===== src/pkg/lsr_mcr_pkg.sv =====
// Shared constants and types for the serial port status and handshake block.
package lsr_mcr_pkg;

  // Register indices; byte address is four times the index.
  localparam logic [2:0] IDX_DATA      = 3'h0;
  localparam logic [2:0] IDX_IRQ_EN    = 3'h1;
  localparam logic [2:0] IDX_FIFO_CTRL = 3'h2;
  localparam logic [2:0] IDX_HANDSHAKE = 3'h4;
  localparam logic [2:0] IDX_LINE_STAT = 3'h5;
  localparam logic [2:0] IDX_MODEM_STAT = 3'h6;

  // Line status bit positions.
  localparam int LS_DATA_READY = 0;
  localparam int LS_OVERRUN    = 1;
  localparam int LS_PARITY     = 2;
  localparam int LS_FRAMING    = 3;
  localparam int LS_BREAK      = 4;
  localparam int LS_HOLD_EMPTY = 5;
  localparam int LS_TX_EMPTY   = 6;
  localparam int LS_FIFO_ERR   = 7;

  // Handshake control bit positions.
  localparam int HC_DTR      = 0;
  localparam int HC_RTS      = 1;
  localparam int HC_LOOP_RI  = 2;
  localparam int HC_IRQ_EN   = 3;
  localparam int HC_LOOPBACK = 4;

  // FIFO control and interrupt enable bit positions.
  localparam int FC_ENABLE   = 0;
  localparam int FC_RX_RESET = 1;
  localparam int FC_TX_RESET = 2;
  localparam int IE_HOLD_EMPTY = 1;

  // Modem status bit positions (current levels, active high).
  localparam int MS_CTS = 4;
  localparam int MS_DSR = 5;
  localparam int MS_RI  = 6;
  localparam int MS_DCD = 7;

  // Reset values.
  localparam logic [7:0] LINE_STAT_RESET = 8'h60;
  localparam logic [7:0] HANDSHAKE_RESET = 8'h00;
  localparam logic [3:0] IRQ_EN_RESET    = 4'h0;
  localparam logic       FIFO_EN_RESET   = 1'b0;

  // Timing defaults for the break detector, and default receive and transmit queue depths.
  localparam int BIT_CYCLES_DEFAULT = 868;
  localparam int CHAR_BITS_DEFAULT  = 11;
  localparam int RX_DEPTH_DEFAULT   = 16;
  localparam int TX_DEPTH_DEFAULT   = 16;

  typedef struct packed {
    logic       brk;
    logic       framing;
    logic       parity;
    logic [7:0] data;
  } rx_entry_t;

  typedef struct packed {
    logic dcd;
    logic ri;
    logic dsr;
    logic cts;
  } modem_t;

  typedef enum logic [1:0] {
    BUS_IDLE = 2'b00,
    BUS_DONE = 2'b01
  } bus_state_t;

endpackage : lsr_mcr_pkg


===== src/core/line_status_ctrl.sv =====
// Line status and handshake control of a serial port with an Avalon-MM register slave.
//
// Overview of operation
// - FIFO error flag is 0 without FIFOs; set while any queued entry has an error.
// - FIFO error flag clears on a status read only when no errored entries remain.
// - Without FIFOs, transmitter empty means holding and shift registers empty; resets to 1.
// - With FIFOs, transmitter empty means transmit queue and shift register empty.
// - Without FIFOs, holding empty sets on transfer to shifter; may raise an interrupt.
// - With FIFOs, holding empty sets when the transmit queue empties; resets to 1.
// - Holding empty clears when the CPU writes a transmit byte.
// - Break flag sets when the line stays low for one whole character time.
// - Framing flag sets when a character lacks a valid stop bit.
// - Parity flag sets when a character carries a wrong parity bit.
// - Overrun sets when a new character arrives at a full queue (replacing the unread one, or dropped with FIFOs), not on fullness.
// - With FIFOs, break, framing and parity describe the head entry.
// - Status read clears break, framing, parity and overrun flags.
// - Data ready is 1 while any received character waits, else 0.
// - Loopback holds serial output at 1 and ignores serial input.
// - Loopback drives all modem outputs inactive.
// - Loopback feeds DTR to DSR, RTS to CTS, ring bit to RI, IRQ bit to DCD.
// - Apart from loopback substitutions, the port keeps operating normally.
// - Interrupt output is enabled only while the IRQ enable bit is 1.
// - Ring control bit only matters in loopback, standing in for ring input.
// - Request-to-send pin is the inverse of its control bit.
// - Data-terminal-ready pin is the inverse of its control bit.
// - FIFO mode is active exactly when the FIFO enable bit is 1.
//
// Implementation choices: the register offsets and the Avalon-MM interface to the registers.
`timescale 1ns/1ps
`default_nettype none
module line_status_ctrl
  import lsr_mcr_pkg::*;
#(
  parameter int BIT_CYCLES = BIT_CYCLES_DEFAULT,
  parameter int CHAR_BITS  = CHAR_BITS_DEFAULT,
  parameter int RX_DEPTH   = RX_DEPTH_DEFAULT,
  parameter int TX_DEPTH   = TX_DEPTH_DEFAULT
) (
  // Clock and reset.
  input  wire logic        SYS_CLK,
  input  wire logic        SYS_RST,
  // Avalon-MM slave.
  input  wire logic [4:0]  AVS_ADDRESS,
  input  wire logic        AVS_READ,
  input  wire logic        AVS_WRITE,
  input  wire logic [3:0]  AVS_BYTEENABLE,
  input  wire logic [31:0] AVS_WRITEDATA,
  output logic      [31:0] AVS_READDATA,
  output logic             AVS_WAITREQUEST,
  // Receiver engine.
  output logic             RX_LINE,
  input  wire logic        RX_CHAR_VALID,
  input  wire rx_entry_t   RX_CHAR,
  // Transmitter engine.
  output logic [7:0]       TX_DATA,
  output logic             TX_VALID,
  input  wire logic        TX_READY,
  input  wire logic        TX_SHIFT_BUSY,
  input  wire logic        TX_SERIAL,
  // Serial pins.
  output logic             SERIAL_OUT,
  input  wire logic        SERIAL_IN,
  // Modem pins.
  output logic             RTS_N,
  output logic             DTR_N,
  input  wire logic        CTS_N,
  input  wire logic        DSR_N,
  input  wire logic        RING_N,
  input  wire logic        CARRIER_N,
  output modem_t           MODEM_STATUS,
  // Interrupt.
  input  wire logic        IRQ_REQ,
  output logic             IRQ
);
  localparam int BREAK_CYCLES = BIT_CYCLES * CHAR_BITS;
  localparam int BW           = $clog2(BREAK_CYCLES + 1);
  localparam int RAW          = $clog2(RX_DEPTH);

  initial begin
    if (BIT_CYCLES < 1 || CHAR_BITS < 7 || CHAR_BITS > 12) begin
      $error("line_status_ctrl: BIT_CYCLES or CHAR_BITS out of range");
    end
  end

  // Register bus handshake: one wait cycle, effects at the releasing edge.
  bus_state_t bus_state;
  logic       bus_req;
  logic       bus_fire;
  logic       rd_fire;
  logic       wr_fire;
  logic [2:0] bus_idx;
  logic       lane0;

  function automatic logic hit(input logic [2:0] idx, input logic [2:0] want);
    hit = (idx == want);
  endfunction : hit

  assign bus_req         = AVS_READ || AVS_WRITE;
  assign bus_idx         = AVS_ADDRESS[4:2];
  assign lane0           = AVS_BYTEENABLE[0];
  assign AVS_WAITREQUEST = bus_req && (bus_state == BUS_IDLE);
  assign bus_fire        = bus_req && (bus_state == BUS_DONE);
  assign rd_fire         = bus_fire && AVS_READ;
  assign wr_fire         = bus_fire && AVS_WRITE && lane0;

  always_ff @(posedge SYS_CLK) begin
    if (SYS_RST) begin
      bus_state <= BUS_IDLE;
    end else begin
      case (bus_state)
        BUS_IDLE: bus_state <= bus_req ? BUS_DONE : BUS_IDLE;
        BUS_DONE: bus_state <= BUS_IDLE;
        default:  bus_state <= BUS_IDLE;
      endcase
    end
  end

  // Software registers.
  logic [7:0] handshake_control;
  logic [3:0] interrupt_enable_reg;
  logic       fifo_mode;
  logic       rx_clear;
  logic       tx_clear;
  logic       loopback;

  assign loopback = handshake_control[HC_LOOPBACK];

  always_ff @(posedge SYS_CLK) begin
    if (SYS_RST) begin
      handshake_control    <= HANDSHAKE_RESET;
      interrupt_enable_reg <= IRQ_EN_RESET;
      fifo_mode            <= FIFO_EN_RESET;
    end else if (wr_fire) begin
      if (hit(bus_idx, IDX_HANDSHAKE)) begin
        handshake_control <= {3'h0, AVS_WRITEDATA[4:0]};
      end
      if (hit(bus_idx, IDX_IRQ_EN)) begin
        interrupt_enable_reg <= AVS_WRITEDATA[3:0];
      end
      if (hit(bus_idx, IDX_FIFO_CTRL)) begin
        fifo_mode <= AVS_WRITEDATA[FC_ENABLE];
      end
    end
  end

  // Switching FIFO mode flushes both queues; each explicit reset bit flushes only its own queue.
  always_comb begin
    rx_clear = 1'b0;
    tx_clear = 1'b0;
    if (wr_fire && hit(bus_idx, IDX_FIFO_CTRL)) begin
      rx_clear = AVS_WRITEDATA[FC_RX_RESET] || (AVS_WRITEDATA[FC_ENABLE] != fifo_mode);
      tx_clear = AVS_WRITEDATA[FC_TX_RESET] || (AVS_WRITEDATA[FC_ENABLE] != fifo_mode);
    end
  end

  // Pins and loopback.
  logic   line_in;
  modem_t modem_in;

  assign line_in    = loopback ? TX_SERIAL : SERIAL_IN;
  assign RX_LINE    = line_in;
  assign SERIAL_OUT = loopback ? 1'b1 : TX_SERIAL;
  assign RTS_N      = loopback ? 1'b1 : ~handshake_control[HC_RTS];
  assign DTR_N      = loopback ? 1'b1 : ~handshake_control[HC_DTR];

  always_comb begin
    if (loopback) begin
      modem_in.dsr = handshake_control[HC_DTR];
      modem_in.cts = handshake_control[HC_RTS];
      modem_in.ri  = handshake_control[HC_LOOP_RI];
      modem_in.dcd = handshake_control[HC_IRQ_EN];
    end else begin
      modem_in.dsr = ~DSR_N;
      modem_in.cts = ~CTS_N;
      modem_in.ri  = ~RING_N;
      modem_in.dcd = ~CARRIER_N;
    end
  end

  always_ff @(posedge SYS_CLK) begin
    if (SYS_RST) begin
      MODEM_STATUS <= '0;
    end else begin
      MODEM_STATUS <= modem_in;
    end
  end

  // Break detection: one event per unbroken low stretch of a character time.
  logic [BW-1:0] low_count;
  logic          break_event;

  assign break_event = !line_in && (low_count == BW'(BREAK_CYCLES - 1));

  always_ff @(posedge SYS_CLK) begin
    if (SYS_RST || line_in) begin
      low_count <= '0;
    end else if (low_count != BW'(BREAK_CYCLES)) begin
      low_count <= low_count + 1'b1;
    end
  end

  // Receive queue; a break enters as a zero character carrying its flag.
  rx_entry_t        rx_in;
  rx_entry_t        rx_head;
  logic             rx_push;
  logic             rx_pop;
  logic             rx_full;
  logic             rx_empty;
  logic [RAW:0]     rx_count;
  logic             rx_overwrite;
  logic             data_read;

  always_comb begin
    rx_in     = RX_CHAR_VALID ? RX_CHAR : '0;
    rx_in.brk = rx_in.brk || break_event;
  end

  assign rx_push      = RX_CHAR_VALID || break_event;
  assign data_read    = rd_fire && hit(bus_idx, IDX_DATA);
  // Single-buffered mode replaces the unread byte; FIFO mode drops the newcomer.
  assign rx_overwrite = rx_push && rx_full && !data_read;
  assign rx_pop       = data_read || (rx_overwrite && !fifo_mode);

  char_fifo #(
    .WIDTH ($bits(rx_entry_t)),
    .DEPTH (RX_DEPTH)
  ) u_rx_fifo (
    .clk       (SYS_CLK),
    .rst       (SYS_RST),
    .clear     (rx_clear),
    .single    (!fifo_mode),
    .push      (rx_push),
    .push_data (rx_in),
    .pop       (rx_pop),
    .head      (rx_head),
    .count     (rx_count),
    .full      (rx_full),
    .empty     (rx_empty)
  );

  // Count of queued entries that carry any error, for the aggregate flag.
  logic [RAW:0] err_count;
  logic         in_err;
  logic         head_err;
  logic         push_ok;
  logic         pop_ok;

  assign in_err   = rx_in.brk || rx_in.framing || rx_in.parity;
  assign head_err = rx_head.brk || rx_head.framing || rx_head.parity;
  assign push_ok  = rx_push && (!rx_full || rx_pop);
  assign pop_ok   = rx_pop && !rx_empty;

  always_ff @(posedge SYS_CLK) begin
    if (SYS_RST || rx_clear) begin
      err_count <= '0;
    end else begin
      err_count <= err_count + (RAW+1)'(push_ok && in_err) - (RAW+1)'(pop_ok && head_err);
    end
  end

  // A new head appears when data lands in an empty queue or a pop leaves some behind.
  logic head_new;

  always_ff @(posedge SYS_CLK) begin
    if (SYS_RST || rx_clear) begin
      head_new <= 1'b0;
    end else begin
      head_new <= (push_ok && rx_empty) || (pop_ok && rx_count > (RAW+1)'(1)) ||
                  (pop_ok && push_ok && rx_count == (RAW+1)'(1));
    end
  end

  // Transmit queue toward the shifter.
  logic         tx_write;
  logic         tx_pop;
  logic         tx_full;
  logic         tx_empty;
  logic [$clog2(TX_DEPTH):0] tx_count;

  assign tx_write = wr_fire && hit(bus_idx, IDX_DATA);
  assign TX_VALID = !tx_empty;
  assign tx_pop   = TX_VALID && TX_READY;

  char_fifo #(
    .WIDTH (8),
    .DEPTH (TX_DEPTH)
  ) u_tx_fifo (
    .clk       (SYS_CLK),
    .rst       (SYS_RST),
    .clear     (tx_clear),
    .single    (!fifo_mode),
    .push      (tx_write && !tx_full),
    .push_data (AVS_WRITEDATA[7:0]),
    .pop       (tx_pop),
    .head      (TX_DATA),
    .count     (tx_count),
    .full      (tx_full),
    .empty     (tx_empty)
  );

  // Line status flags. Hardware set wins over a read clear in the same cycle.
  logic [7:0] line_status;
  logic       stat_read;

  assign stat_read = rd_fire && hit(bus_idx, IDX_LINE_STAT);

  always_ff @(posedge SYS_CLK) begin
    if (SYS_RST) begin
      line_status <= LINE_STAT_RESET;
    end else begin
      line_status[LS_DATA_READY] <= !rx_empty;
      line_status[LS_TX_EMPTY]   <= tx_empty && !TX_SHIFT_BUSY && !tx_pop;
      if (stat_read) begin
        line_status[LS_OVERRUN] <= 1'b0;
        line_status[LS_PARITY]  <= 1'b0;
        line_status[LS_FRAMING] <= 1'b0;
        line_status[LS_BREAK]   <= 1'b0;
      end
      if (rx_overwrite) begin
        line_status[LS_OVERRUN] <= 1'b1;
      end
      if (head_new) begin
        line_status[LS_PARITY]  <= line_status[LS_PARITY]  && !stat_read || rx_head.parity;
        line_status[LS_FRAMING] <= line_status[LS_FRAMING] && !stat_read || rx_head.framing;
        line_status[LS_BREAK]   <= line_status[LS_BREAK]   && !stat_read || rx_head.brk;
      end
      // Aggregate error: cleared by a read only once the queue holds no errors.
      if (!fifo_mode) begin
        line_status[LS_FIFO_ERR] <= 1'b0;
      end else if (err_count != '0) begin
        line_status[LS_FIFO_ERR] <= 1'b1;
      end else if (stat_read) begin
        line_status[LS_FIFO_ERR] <= 1'b0;
      end
      // A write that races the last transfer keeps holding empty clear; without FIFOs that byte is dropped.
      if (tx_write) begin
        line_status[LS_HOLD_EMPTY] <= 1'b0;
      end else if (tx_pop && tx_count == (($clog2(TX_DEPTH))+1)'(1)) begin
        line_status[LS_HOLD_EMPTY] <= 1'b1;
      end else if (tx_clear) begin
        line_status[LS_HOLD_EMPTY] <= 1'b1;
      end
    end
  end

  // Interrupt gate: the holding-empty request joins external requests.
  always_ff @(posedge SYS_CLK) begin
    if (SYS_RST) begin
      IRQ <= 1'b0;
    end else begin
      IRQ <= handshake_control[HC_IRQ_EN] && (IRQ_REQ ||
             (interrupt_enable_reg[IE_HOLD_EMPTY] && line_status[LS_HOLD_EMPTY]));
    end
  end

  // Read data is captured in the wait cycle, so a status read returns pre-clear flags.
  logic [7:0] next_rdata;

  always_comb begin
    case (bus_idx)
      IDX_DATA:       next_rdata = rx_head.data;
      IDX_IRQ_EN:     next_rdata = {4'h0, interrupt_enable_reg};
      IDX_FIFO_CTRL:  next_rdata = {fifo_mode, fifo_mode, 6'h00};
      IDX_HANDSHAKE:  next_rdata = handshake_control;
      IDX_LINE_STAT:  next_rdata = line_status;
      IDX_MODEM_STAT: next_rdata = {MODEM_STATUS, 4'h0};
      default:        next_rdata = 8'h00;
    endcase
  end

  always_ff @(posedge SYS_CLK) begin
    if (SYS_RST) begin
      AVS_READDATA <= 32'h0000_0000;
    end else if (AVS_READ && bus_state == BUS_IDLE) begin
      AVS_READDATA <= {24'h00_0000, next_rdata};
    end
  end

endmodule : line_status_ctrl
`default_nettype wire


===== src/core/char_fifo.sv =====
// Small synchronous FIFO with a run-time capacity limit and head-of-queue output.
`timescale 1ns/1ps
`default_nettype none
module char_fifo #(
  parameter int WIDTH = 8,
  parameter int DEPTH = 16
) (
  // Clock and reset.
  input  wire logic                     clk,
  input  wire logic                     rst,
  // Control.
  input  wire logic                     clear,
  input  wire logic                     single,
  // Fill side.
  input  wire logic                     push,
  input  wire logic [WIDTH-1:0]         push_data,
  // Drain side.
  input  wire logic                     pop,
  output logic      [WIDTH-1:0]         head,
  // Level.
  output logic      [$clog2(DEPTH):0]   count,
  output logic                          full,
  output logic                          empty
);
  localparam int AW = $clog2(DEPTH);

  initial begin
    if (DEPTH < 2 || (1 << AW) != DEPTH) begin
      $error("char_fifo: DEPTH must be a power of two of at least 2");
    end
  end

  logic [WIDTH-1:0] mem [DEPTH];
  logic [AW-1:0]    rd_ptr;
  logic [AW-1:0]    wr_ptr;
  logic             do_pop;
  logic             do_push;

  // In single mode the queue holds one entry, as a plain holding register.
  assign full    = single ? (count != '0) : (count == (AW+1)'(DEPTH));
  assign empty   = (count == '0);
  assign do_pop  = pop && !empty;
  assign do_push = push && (!full || do_pop);
  assign head    = mem[rd_ptr];

  always_ff @(posedge clk) begin
    if (rst || clear) begin
      rd_ptr <= '0;
      wr_ptr <= '0;
      count  <= '0;
    end else begin
      if (do_push) begin
        wr_ptr <= wr_ptr + 1'b1;
      end
      if (do_pop) begin
        rd_ptr <= rd_ptr + 1'b1;
      end
      count <= count + (AW+1)'(do_push) - (AW+1)'(do_pop);
    end
  end

  always_ff @(posedge clk) begin
    if (do_push) begin
      mem[wr_ptr] <= push_data;
    end
  end

endmodule : char_fifo
`default_nettype wire


===== config.mk =====
export PLATFORM = sky130hd
export DESIGN_NAME = line_status_ctrl
export DESIGN_NICKNAME = d
export VERILOG_FILES = /design/src/pkg/lsr_mcr_pkg.sv /design/src/core/line_status_ctrl.sv /design/src/core/char_fifo.sv
export SDC_FILE = /design/constraint.sdc
export NUM_CORES = 1
export LEC_CHECK = 0
export BUFFER_PORTS_ARGS = -buffer_cell sky130_fd_sc_hd__buf_2
export CAP_MARGIN = 5
export CORE_MARGIN = 10
export CORE_UTILIZATION = 45
export DETAILED_ROUTE_END_ITERATION = 8
export PLACE_DENSITY_LB_ADDON = 0.2
export SYNTH_ARGS = -nofsm -noshare
export SYNTH_HDL_FRONTEND = slang
export SYNTH_HIERARCHICAL = 1
export SYNTH_SLANG_ARGS = --single-unit

===== constraint.sdc =====
create_clock -name SYS_CLK -period 9.8 [get_ports SYS_CLK]
set_input_delay 0.49 -clock SYS_CLK [delete_from_list [all_inputs] [get_ports SYS_CLK]]
set_output_delay 0.49 -clock SYS_CLK [all_outputs]
set_load 0.005 [all_outputs]

* Word-level counts from Yosys, hierarchy flattened *
Memories as Yosys holds them, arrays and structs flattened. A register that Yosys moved wholly into a read port is not among the register bits.
Cells that the tools add are included.

cells by class
  add/subtract/negate cells = 11
  $lt $le $gt $ge = 1
  equality and inequality tests = 13
  mux-type cells = 28
  bitwise operators = 8
  reductions and logical operators = 83

operators with widths
  cell                                                                             number
  8-bit case mux with 6 select lines                                               1
  1-bit logical AND                                                                35
  4-bit two-way mux                                                                6
  1-bit logical OR                                                                 22
  1-bit two-way mux                                                                19
  4-bit by 1-bit adder with 4-bit output, second input constant                    4
  5-bit by 1-bit adder with 5-bit output                                           3
  5-bit nonzero test                                                               3
  5-bit by 1-bit subtractor with 5-bit output                                      3
  14-bit by 1-bit adder with 14-bit output, second input constant                  1
  14-bit == test, second input constant                                            1
  14-bit != test, second input constant                                            1
  11-bit two-way mux                                                               1
  5-bit by 1-bit == test with 1-bit output, second input constant                  2
  5-bit == test, second input constant                                             2
  1-bit logical NOT                                                                10
  5-bit logical NOT                                                                2
  3-bit == test, second input constant                                             3
  1-bit NOT                                                                        8
  2-bit AND reduction                                                              3
  2-bit nonzero test                                                               3
  5-bit by 1-bit greater-than comparator with 1-bit output, second input constant  1
  2-bit OR reduction                                                               2
  3-bit by 1-bit == test with 1-bit output, second input constant                  1
  7 further kinds                                                                  7

word-level totals
  register bits = 79
  bits in writable memories = 304
  input bits = 66
  output and inout port bits = 51
  word-level logic and storage cells = 170
  memories = 2

memories
  memory         words  bits a word  rd ports  clocked after Yosys merged registers in  write ports  RTL line         text
  u_rx_fifo.mem  16     11           1         1                                        1            char_fifo.sv:33  logic [WIDTH-1:0] mem [DEPTH];
  u_tx_fifo.mem  16     8            1         1                                        1            char_fifo.sv:33

* Depth between registers and ports, before layout *
Gate-level depths: netlist of run 1.

  word-level depth = 13
  depth in mapped cells = 19
  gate-level depth less buffers = 18

* Cells and area by module *
Netlist of run 1, hierarchy kept.

modules (own cells, without submodules)
  module                 times used  cells an instance  area an instance (µm²)  seq. area each (µm²)
  char_fifo (u_rx_fifo)  1           387                7,583.5                 5,625.4
  char_fifo (u_tx_fifo)  1           314                5,785.5                 4,184.0
  line_status_ctrl       1           321                2,844.0                 1,041.0

* Worst setup path before layout of run 1 *
Ideal clock, no wire load.

  path type = reg2reg
  start = register u_rx_fifo.count[3]
  end = register u_rx_fifo.count[4]
  setup time = 128 ps
  data arrival time = 3,337 ps
  required time = 9,672 ps
  setup slack = 6,334 ps
  cell stages (with the launch flop) = 20
  buffers on the path = 1
  clock period less this slack = 3,466 ps
  path through = dfxtp_1 inv_1 ha_1 nor3b_2 mux2_2 nand2_1 o21ai_2 nand2b_1 mux2i_1 buf_6 nand2b_1 ha_1 inv_1 ha_1 inv_1 fa_1 nand2b_1 a21oi_1 o21ai_0 nor3b_1

between the ends
  word-level cells in the longest chain between the ends = 11
  elaborated cells on any way between the ends = 15
  classes of those cells = 2 x add/sub; 1 x eq/ne; 1 x mux; 11 x reduce/logical

ends and longest elaborated chain
  element                                              RTL line                 text
  start, declared                                      char_fifo.sv:21          output logic [$clog2(DEPTH):0] count,
  start signal, assigned                               char_fifo.sv:58          count <= count + (AW+1)'(do_push) - (AW+1)'(do_pop);
  5-bit == test or 5-bit nonzero test (tied branches)  char_fifo.sv:40          assign full = single ? (count != '0) : (count == (AW+1)'(DEPTH));
  1-bit two-way mux *                                  char_fifo.sv:40
  named net rx_full                                    line_status_ctrl.sv:207  logic rx_full;
  1-bit logical AND * (2 in a row)                     line_status_ctrl.sv:221  assign rx_overwrite = rx_push && rx_full && !data_read;
  1-bit logical AND *                                  line_status_ctrl.sv:222  assign rx_pop = data_read || (rx_overwrite && !fifo_mode);
  1-bit logical OR *                                   line_status_ctrl.sv:222
  named net rx_pop                                     line_status_ctrl.sv:206  logic rx_pop;
  1-bit logical AND *                                  char_fifo.sv:42          assign do_pop = pop && !empty;
  1-bit logical OR                                     char_fifo.sv:43          assign do_push = push && (!full || do_pop);
  1-bit logical AND                                    char_fifo.sv:43
  5-bit by 1-bit adder with 5-bit output               char_fifo.sv:58
  5-bit by 1-bit subtractor with 5-bit output *        char_fifo.sv:58

Mark *: on every way through the listed nets, which the timed path passes. The rest lies on a longest branch.
A chain may end at the register's enable or synchronous reset.

* Final worst setup path of run 1 *
  start = register u_rx_fifo.count[2]
  end = register u_rx_fifo.count[4]

Same word-level chain as after synthesis.

==> results of run 1 <==
## routing by layer
metal,vias up,track usage (%)
met5,-,0
met4,2,4.614
met3,56,2.450
met2,177,26.63
met1,4443,19.60
li1,4016,-
## through the flow
step,instances,instance area [sq um]
floorplan,1045,16300
global placement,1511,16850
detailed placement,1511,16850
CTS,1585,18180
global route,1585,18180
finish,1586,18180
## worst max-delay path by stage
stage | start | end | cells after the start
after CTS | u_rx_fifo/count[2] | u_rx_fifo/count[4] | 18
final | u_rx_fifo/count[2] | u_rx_fifo/count[4] | 18
after global routing | u_rx_fifo/count[3] | u_rx_fifo/count[4] | 18
after global placement | register | err_count[4] | 13
after detailed placement | u_rx_fifo/count[2] | u_rx_fifo/count[4] | 18
after floorplan | u_rx_fifo/count[3] | u_rx_fifo/count[4] | 19
## logic make-up (layout without fill, tap and decap cells)
group	after synthesis	after routing
adders and majority gates	33	33
muxes	96	96
buffers and inverters	101	180
AOI/OAI and AO/OA	118	118
other	1	25
DFF	390	390
and+or+nand+nor	259	259
xor gates and xnor gates	24	24
## final cells by class
| class | count | area (sq um) |
|---|---|---|
| antenna | 1 | 2.502 |
| tap | 461 | 576.8 |
| fill | 3006 | 17390 |
| inverter | 39 | 146.4 |
| multi-input combinational | 554 | 4925 |
| clock inverter | 20 | 214.0 |
| clock buffer | 54 | 1117 |
| sequential | 390 | 10850 |
| timing repair buffer | 67 | 345.3 |
## layout by cell type (no fill, tap or decap), types with 16 or more instances in the layout
master     instances
a21oi_1           24
a22oi_1           49
and2_1            41
and3_1            16
buf_2             63
clkbuf_16         43
conb_1            24
dfxtp_1           83
edfxtp_1         304
ha_1              30
inv_1             39
mux4_2            80
nand2_1           53
nor2_1            69
xor2_1            17
## power by group through the flow
stage	sequential, mW	clock [mW]	combinational, mW
3_3_place_gp	1.94	0	0.835
3_5_place_dp	1.94	0	0.846
6_report	1.91	1.53	0.834
4_1_cts	1.91	1.57	0.849
5_1_grt	1.92	1.63	0.934
2_1_floorplan	1.93	0	0.678
## critical path: cells and delay by family (launching register included)
kind	cells	cell delay, ps
AO/OA/AOI/OAI	3	460
adder cells (fa/ha/maj)	4	960
buffers and inverters	3	200
flip-flops	1	320
multiplexers	2	1060
AND/OR/NAND/NOR	6	1120
==> qor.csv, run 1 <==
metric,value,unit
CTS tree,done,
xor/xnor share of the synthesized area,1.296,%
Initial Utilization,45.58,%
utilization after layout,51.12,%
dominant synthesized flop cell,edfxtp_1,
die area,44020,sq um
final antenna-violating net count,0,
Hold Fails Final Rpt,0,
Synth Area in Compound Gates,5.070,%
Worst-Margin Slew,1101,ps
CTS resizes,0,
"Setup Fix Bufs, Post-CTS",0,
crit-path max FO,11,
largest family of logic cells by synthesized area,multiplexers,
pin count of the biggest net entering global routing,45,
Starting DRT DRC Count,523,
critical path type,register to register,
Clock Path Buffers,3,
max frequency,0.2348,GHz
core box area,35570,sq um
Root Driver,clkbuf_16,
H-tree depth,2,
Post-Syn Area,16210,sq um
Die W,209.8,microns
Port Buffers,63,
share of the yosys chip area belonging to registers,66.92,%
total chip power,4.273,mW
CTS buffer count,42,
hold crit path type,input pin to register,
Int Pwr,3.156,mW
Reg power frac,44.6,%
met3 wire length,1411,microns
Slew Limit Fails,0,
gpl congestion,0.7610,
"count leader, synth",edfxtp_1,
M1 wire length,14430,microns
vias in the first global route,8987,
most flop-heavy register,u_rx_fifo/mem,
RR Endpoint,u_rx_fifo/count[4],
first-pass GRT wire length,53180,microns
# IOs,117,
critical path launch point type,register,
die height,209.8,microns
combinational share of power,19.5,%
pwr dens,235.0,nW/um^2
P_leak,6.262,nW
Setup TNS Final,0,ps
hold path depth,2,
Synth Warn #,6,
Mapped Cells,1022,
RSZ-0062 raised after global routing,no,
Final Skew,23.97,ps
Final period util,43.47,%
simple-gate share of the synthesized area,8.612,%
mux contribution to synthesized area,12.15,%
DR pass1 iterations,5,
hold-fix buffers at CTS,0,
Vias,8694,
area grow syn2layout,12.14,%
Reg2Reg Depth,18,
status,finished clean,
Worst R2R Start,u_rx_fifo/count[2],
max_slew headroom,26.30,%
number of antenna violations at the first check in global routing,2,
area share of the largest cell type after synthesis,56.30,%
Seq cells post-synth,390,
drt via density,5.482,
Clock Latency Late Sink,550,ps
Synth area leader,edfxtp_1,
"Reg clk slew, reported paths",60,ps
CTS sink cnt,390,
CP endpoint kind,register,
"EDFF count, synth",304,
wire length on met2,17500,microns
Commonest cells post-synth,"304 x edfxtp_1, 86 x dfxtp_1, 80 x mux4_2",
Sw Share,26.14,%
hold path startpoint,TX_SHIFT_BUSY,
Std-Cell Rows,69,
max layer used,met5,
Setup Viol. Count Final,0,
Peak VDD IR,0.1500,mV
Unique masters post-synth,63,
Worst Hold Path EP,line_status[6],
max_cap viols,0,
max incr delay on CP,670,ps
critical-path cell list,inv_1 > ha_1 > nor3b_2 > mux2_2 > nand2_1 > o21ai_2 > nand2b_1 > mux2i_1 > nand2b_1 > ha_1 > inv_1 > ha_1 > inv_1 > fa_1 > nand2b_1 > a21oi_1 > o21ai_0 > nor3b_1,
WL per Instance,21.53,microns
clock share of power,35.9,%
WP data arrival,4690,ps
flop-to-flop setup slack,5540,ps
drt drc,0,
syn avg cell area,15.86,sq um
nets,1193,
Total Wirelength,34150,microns
worst hold slack,133.3,ps
post-synthesis adder-cell area fraction,2.686,%
post-layout min period,4260,ps
biggest regs,"u_rx_fifo/mem x176, u_tx_fifo/mem x128, low_count x14",
layout cells sized above 1,19.93,%
Detailed Place HPWL,21820,microns
Synth async-reset ratio,0,%
NetSw,1.117,mW
global route overflow,0,
Place WS,5551,ps
PnR worst setup slack,5540,ps
Worst Path Required,10230,ps
ranking of synthesized cells by area,"edfxtp_1 56%, mux4_2 11%, dfxtp_1 11%, ha_1 2.3%, a22oi_1 2.3%",
Critical-path top delay cell,mux2i_1,
max reg flops,176,
All-Layer GR Usage,15.43,%
No activity file was read; power rests on OpenSTA's default activity.
==> run 2: changes to the inputs <==
--- a/config.mk
+++ b/config.mk
@@ -5,6 +5,7 @@
 export SDC_FILE = /design/constraint.sdc
 export NUM_CORES = 1
 export LEC_CHECK = 0
+export ABC_AREA = 1
 export BUFFER_PORTS_ARGS = -buffer_cell sky130_fd_sc_hd__buf_2
 export CAP_MARGIN = 5
 export CORE_MARGIN = 10
==> constraint.sdc (replaced) <==
create_clock -name SYS_CLK -period 3.7 [get_ports SYS_CLK]
set_input_delay 0.185 -clock SYS_CLK [delete_from_list [all_inputs] [get_ports SYS_CLK]]
set_output_delay 0.185 -clock SYS_CLK [all_outputs]
set_load 0.005 [all_outputs]
==> run 2 against run 1 <==
Via count increased by 34%. Maximum frequency grew 32%. Power increased to 2.8 times the previous value. Non-clock buffer count increased by 42. Global-route usage is 1.2 points higher. Worst hold slack lost 100 ps. Largest cell class unchanged. Highest routed layer unchanged.
==> qor.csv, run 2 <==
metric,value,unit
Seq cells post-synth,390,
Total Wirelength,38910,microns
die area,46460,sq um
Final period util,87.28,%
area grow syn2layout,12.22,%
# IOs,117,
number of antenna violations at the first check in global routing,3,
Clock Path Buffers,3,
vias in the first global route,11240,
Commonest cells post-synth,"333 x nand2_1, 304 x edfxtp_1, 201 x inv_1",
Std-Cell Rows,71,
Vias,11630,
"EDFF count, synth",304,
Worst-Margin Slew,870.2,ps
drt drc,0,
Int Pwr,8.167,mW
layout cells sized above 1,11.80,%
Worst Hold Path EP,line_status[5],
Synth async-reset ratio,0,%
syn avg cell area,10.28,sq um
first-pass GRT wire length,61620,microns
crit-path max FO,28,
"Reg clk slew, reported paths",60,ps
antenna cell count,0,
max_slew headroom,41.78,%
dominant synthesized flop cell,edfxtp_1,
Unique masters post-synth,44,
Port Buffers,63,
total chip power,12.15,mW
WP data arrival,3740,ps
max frequency,0.3096,GHz
P_leak,7.552,nW
Starting DRT DRC Count,866,
combinational share of power,25.3,%
area share of the largest cell type after synthesis,53.06,%
Setup Viol. Count Final,0,
Clock Latency Late Sink,580,ps
Detailed Place HPWL,25900,microns
NetSw,3.980,mW
All-Layer GR Usage,16.60,%
"count leader, synth",nand2_1,
pwr dens,629.1,nW/um^2
Reg power frac,42.9,%
CTS buffer count,43,
RR Endpoint,err_count[4],
RSZ-0062 raised after global routing,no,
biggest regs,"u_rx_fifo/mem x176, u_tx_fifo/mem x128, low_count x14",
Reg2Reg Depth,17,
global route overflow,0,
Mapped Cells,1674,
core box area,37670,sq um
Slew Limit Fails,0,
CTS tree,done,
clock share of power,31.8,%
die height,215.5,microns
"leading cell types in the layout, fill and taps excluded","333 x nand2_1, 304 x edfxtp_1, 201 x inv_1",
CTS sink cnt,390,
Peak VDD IR,0.3774,mV
DR pass1 iterations,5,
hold path startpoint,AVS_ADDRESS[2],
post-layout min period,3230,ps
Final Skew,26.16,ps
nets,1862,
Root Driver,clkbuf_16,
Setup TNS Final,0,ps
Worst Path Required,4210,ps
pin count of the biggest net entering global routing,79,
critical path launch point type,register,
fillers,3431,
Synth area leader,edfxtp_1,
ranking of synthesized cells by area,"edfxtp_1 53%, dfxtp_1 10%, nand2_1 7.3%, inv_1 4.4%, nand3_1 4.0%",
Die W,215.5,microns
critical path type,register to register,
Hold Fails Final Rpt,0,
H-tree depth,2,
drt via density,5.042,
WL per Instance,16.87,microns
most flop-heavy register,u_rx_fifo/mem,
hold crit path type,input pin to register,
Initial Utilization,45.68,%
Synth Warn #,6,
max reg flops,176,
hold path depth,5,
status,finished clean,
final antenna-violating net count,0,
CP endpoint kind,register,
Post-Syn Area,17210,sq um
flop-to-flop setup slack,470,ps
max_cap viols,0,
share of the yosys chip area belonging to registers,63.06,%
"commonest non-fill, non-tap cell in the layout",nand2_1,
Sw Share,32.77,%
gpl congestion,0.8500,
-- run 2: changes by cell type after synthesis, sizes merged, moves of 56 or more --
cell and change:
a21oi +56, nand2 +285, inv +176, nor2 +99
o21ai +72, o211ai +68, mux4 -80, nand3 +130
-- run 2: worst max-delay path by stage --
| stage | startpoint | end | cells past startpoint |
|---|---|---|---|
| after floorplan | register | err_count[4] | 18 |
| after global placement | register | err_count[4] | 17 |
| after detailed placement | register | err_count[4] | 17 |
| after CTS | register | err_count[4] | 17 |
| after global routing | low_count[0] | u_rx_fifo/count[4] | 18 |
| final | register | err_count[4] | 17 |
-- run 2: per-stage QoR --
| stage | setup slack, ps | hold WS [ps] | area (sq um) | util, % | instances |
|---|---|---|---|---|---|
| 3_5_place_dp | 490.1 | 373.5 | 17950 | 47.66 | 2220 |
| 2_1_floorplan | 859.0 | 279.1 | 17290 | - | 1697 |
| 3_3_place_gp | 525.7 | 374.4 | 17950 | 47.66 | 2220 |
| 4_1_cts | 445.6 | 4.082 | 19310 | 51.26 | 2307 |
| 6_report | 470.5 | 30.18 | 19310 | 51.26 | 2307 |
| 5_1_grt | 182.7 | 30.32 | 19310 | 51.26 | 2307 |
-- run 2: cells by family after synthesis --
| family | count (synthesis) | share of synthesized area [%] |
|---|---|---|
| adder cells (fa/ha/maj) | 33 | 2.531 |
| buffers and inverters | 303 | 8.145 |
| flip-flops | 390 | 63.06 |
| XOR/XNOR | 10 | 0.5090 |
| AND/OR/NAND/NOR | 684 | 16.76 |
| AO/OA/AOI/OAI | 253 | 8.967 |
| other | 1 | 0.02180 |
-- run 2: power groups by stage --
stage / clock network (mW) / registers [mW] / logic (mW)
6_report: 3.86 / 5.21 / 3.07
3_5_place_dp: 0 / 5.30 / 3.07
4_1_cts: 3.96 / 5.21 / 3.09
5_1_grt: 4.12 / 5.25 / 3.50
2_1_floorplan: 0 / 5.12 / 2.48
3_3_place_gp: 0 / 5.29 / 3.00
-- run 2: per-layer routing --
layer / up-vias / share of wire (%) / global-route usage (%)
met5: - / 0.093 / 0
met4: 6 / 3.2 / 6.876
met3: 72 / 5.7 / 3.413
met2: 280 / 46 / 26.23
met1: 5480 / 45 / 21.88
li1: 5793 / - / -
-- run 2: cell type report --
class / count / area [sq um] / area share, %
Sequential cell: 390 / 10860 / 56.24
Clock inverter: 28 / 161.4 / 0.8360
Timing Repair Buffer: 109 / 695.7 / 3.603
Multi-Input combinational cell: 1004 / 5040 / 26.10
Clock buffer: 50 / 1102 / 5.709
Inverter: 215 / 809.5 / 4.193
Tap cell: 511 / 639.4 / 3.312
-- run 2: what timing repair did --
action,in CTS,in global routing
hold buffers,9,0
setup endpoints to repair,0,0
hold endpoints to repair,23,0
buffers inserted,0,0
resized for setup,0,0
-- run 2: critical path, stage by stage (launching register included) --
cell,delay (ps)
dfxtp_4,420
buf_4,310
nand2_1,120
o211ai_2,80
nand3_1,120
nand3_1,120
nand2_1,100
o311a_1,370
ha_1,280
inv_1,40
ha_1,210
fa_1,440
nand2_1,80
nand2_1,50
a21oi_1,160
xnor2_1,140
nand2_1,70
inv_1,50
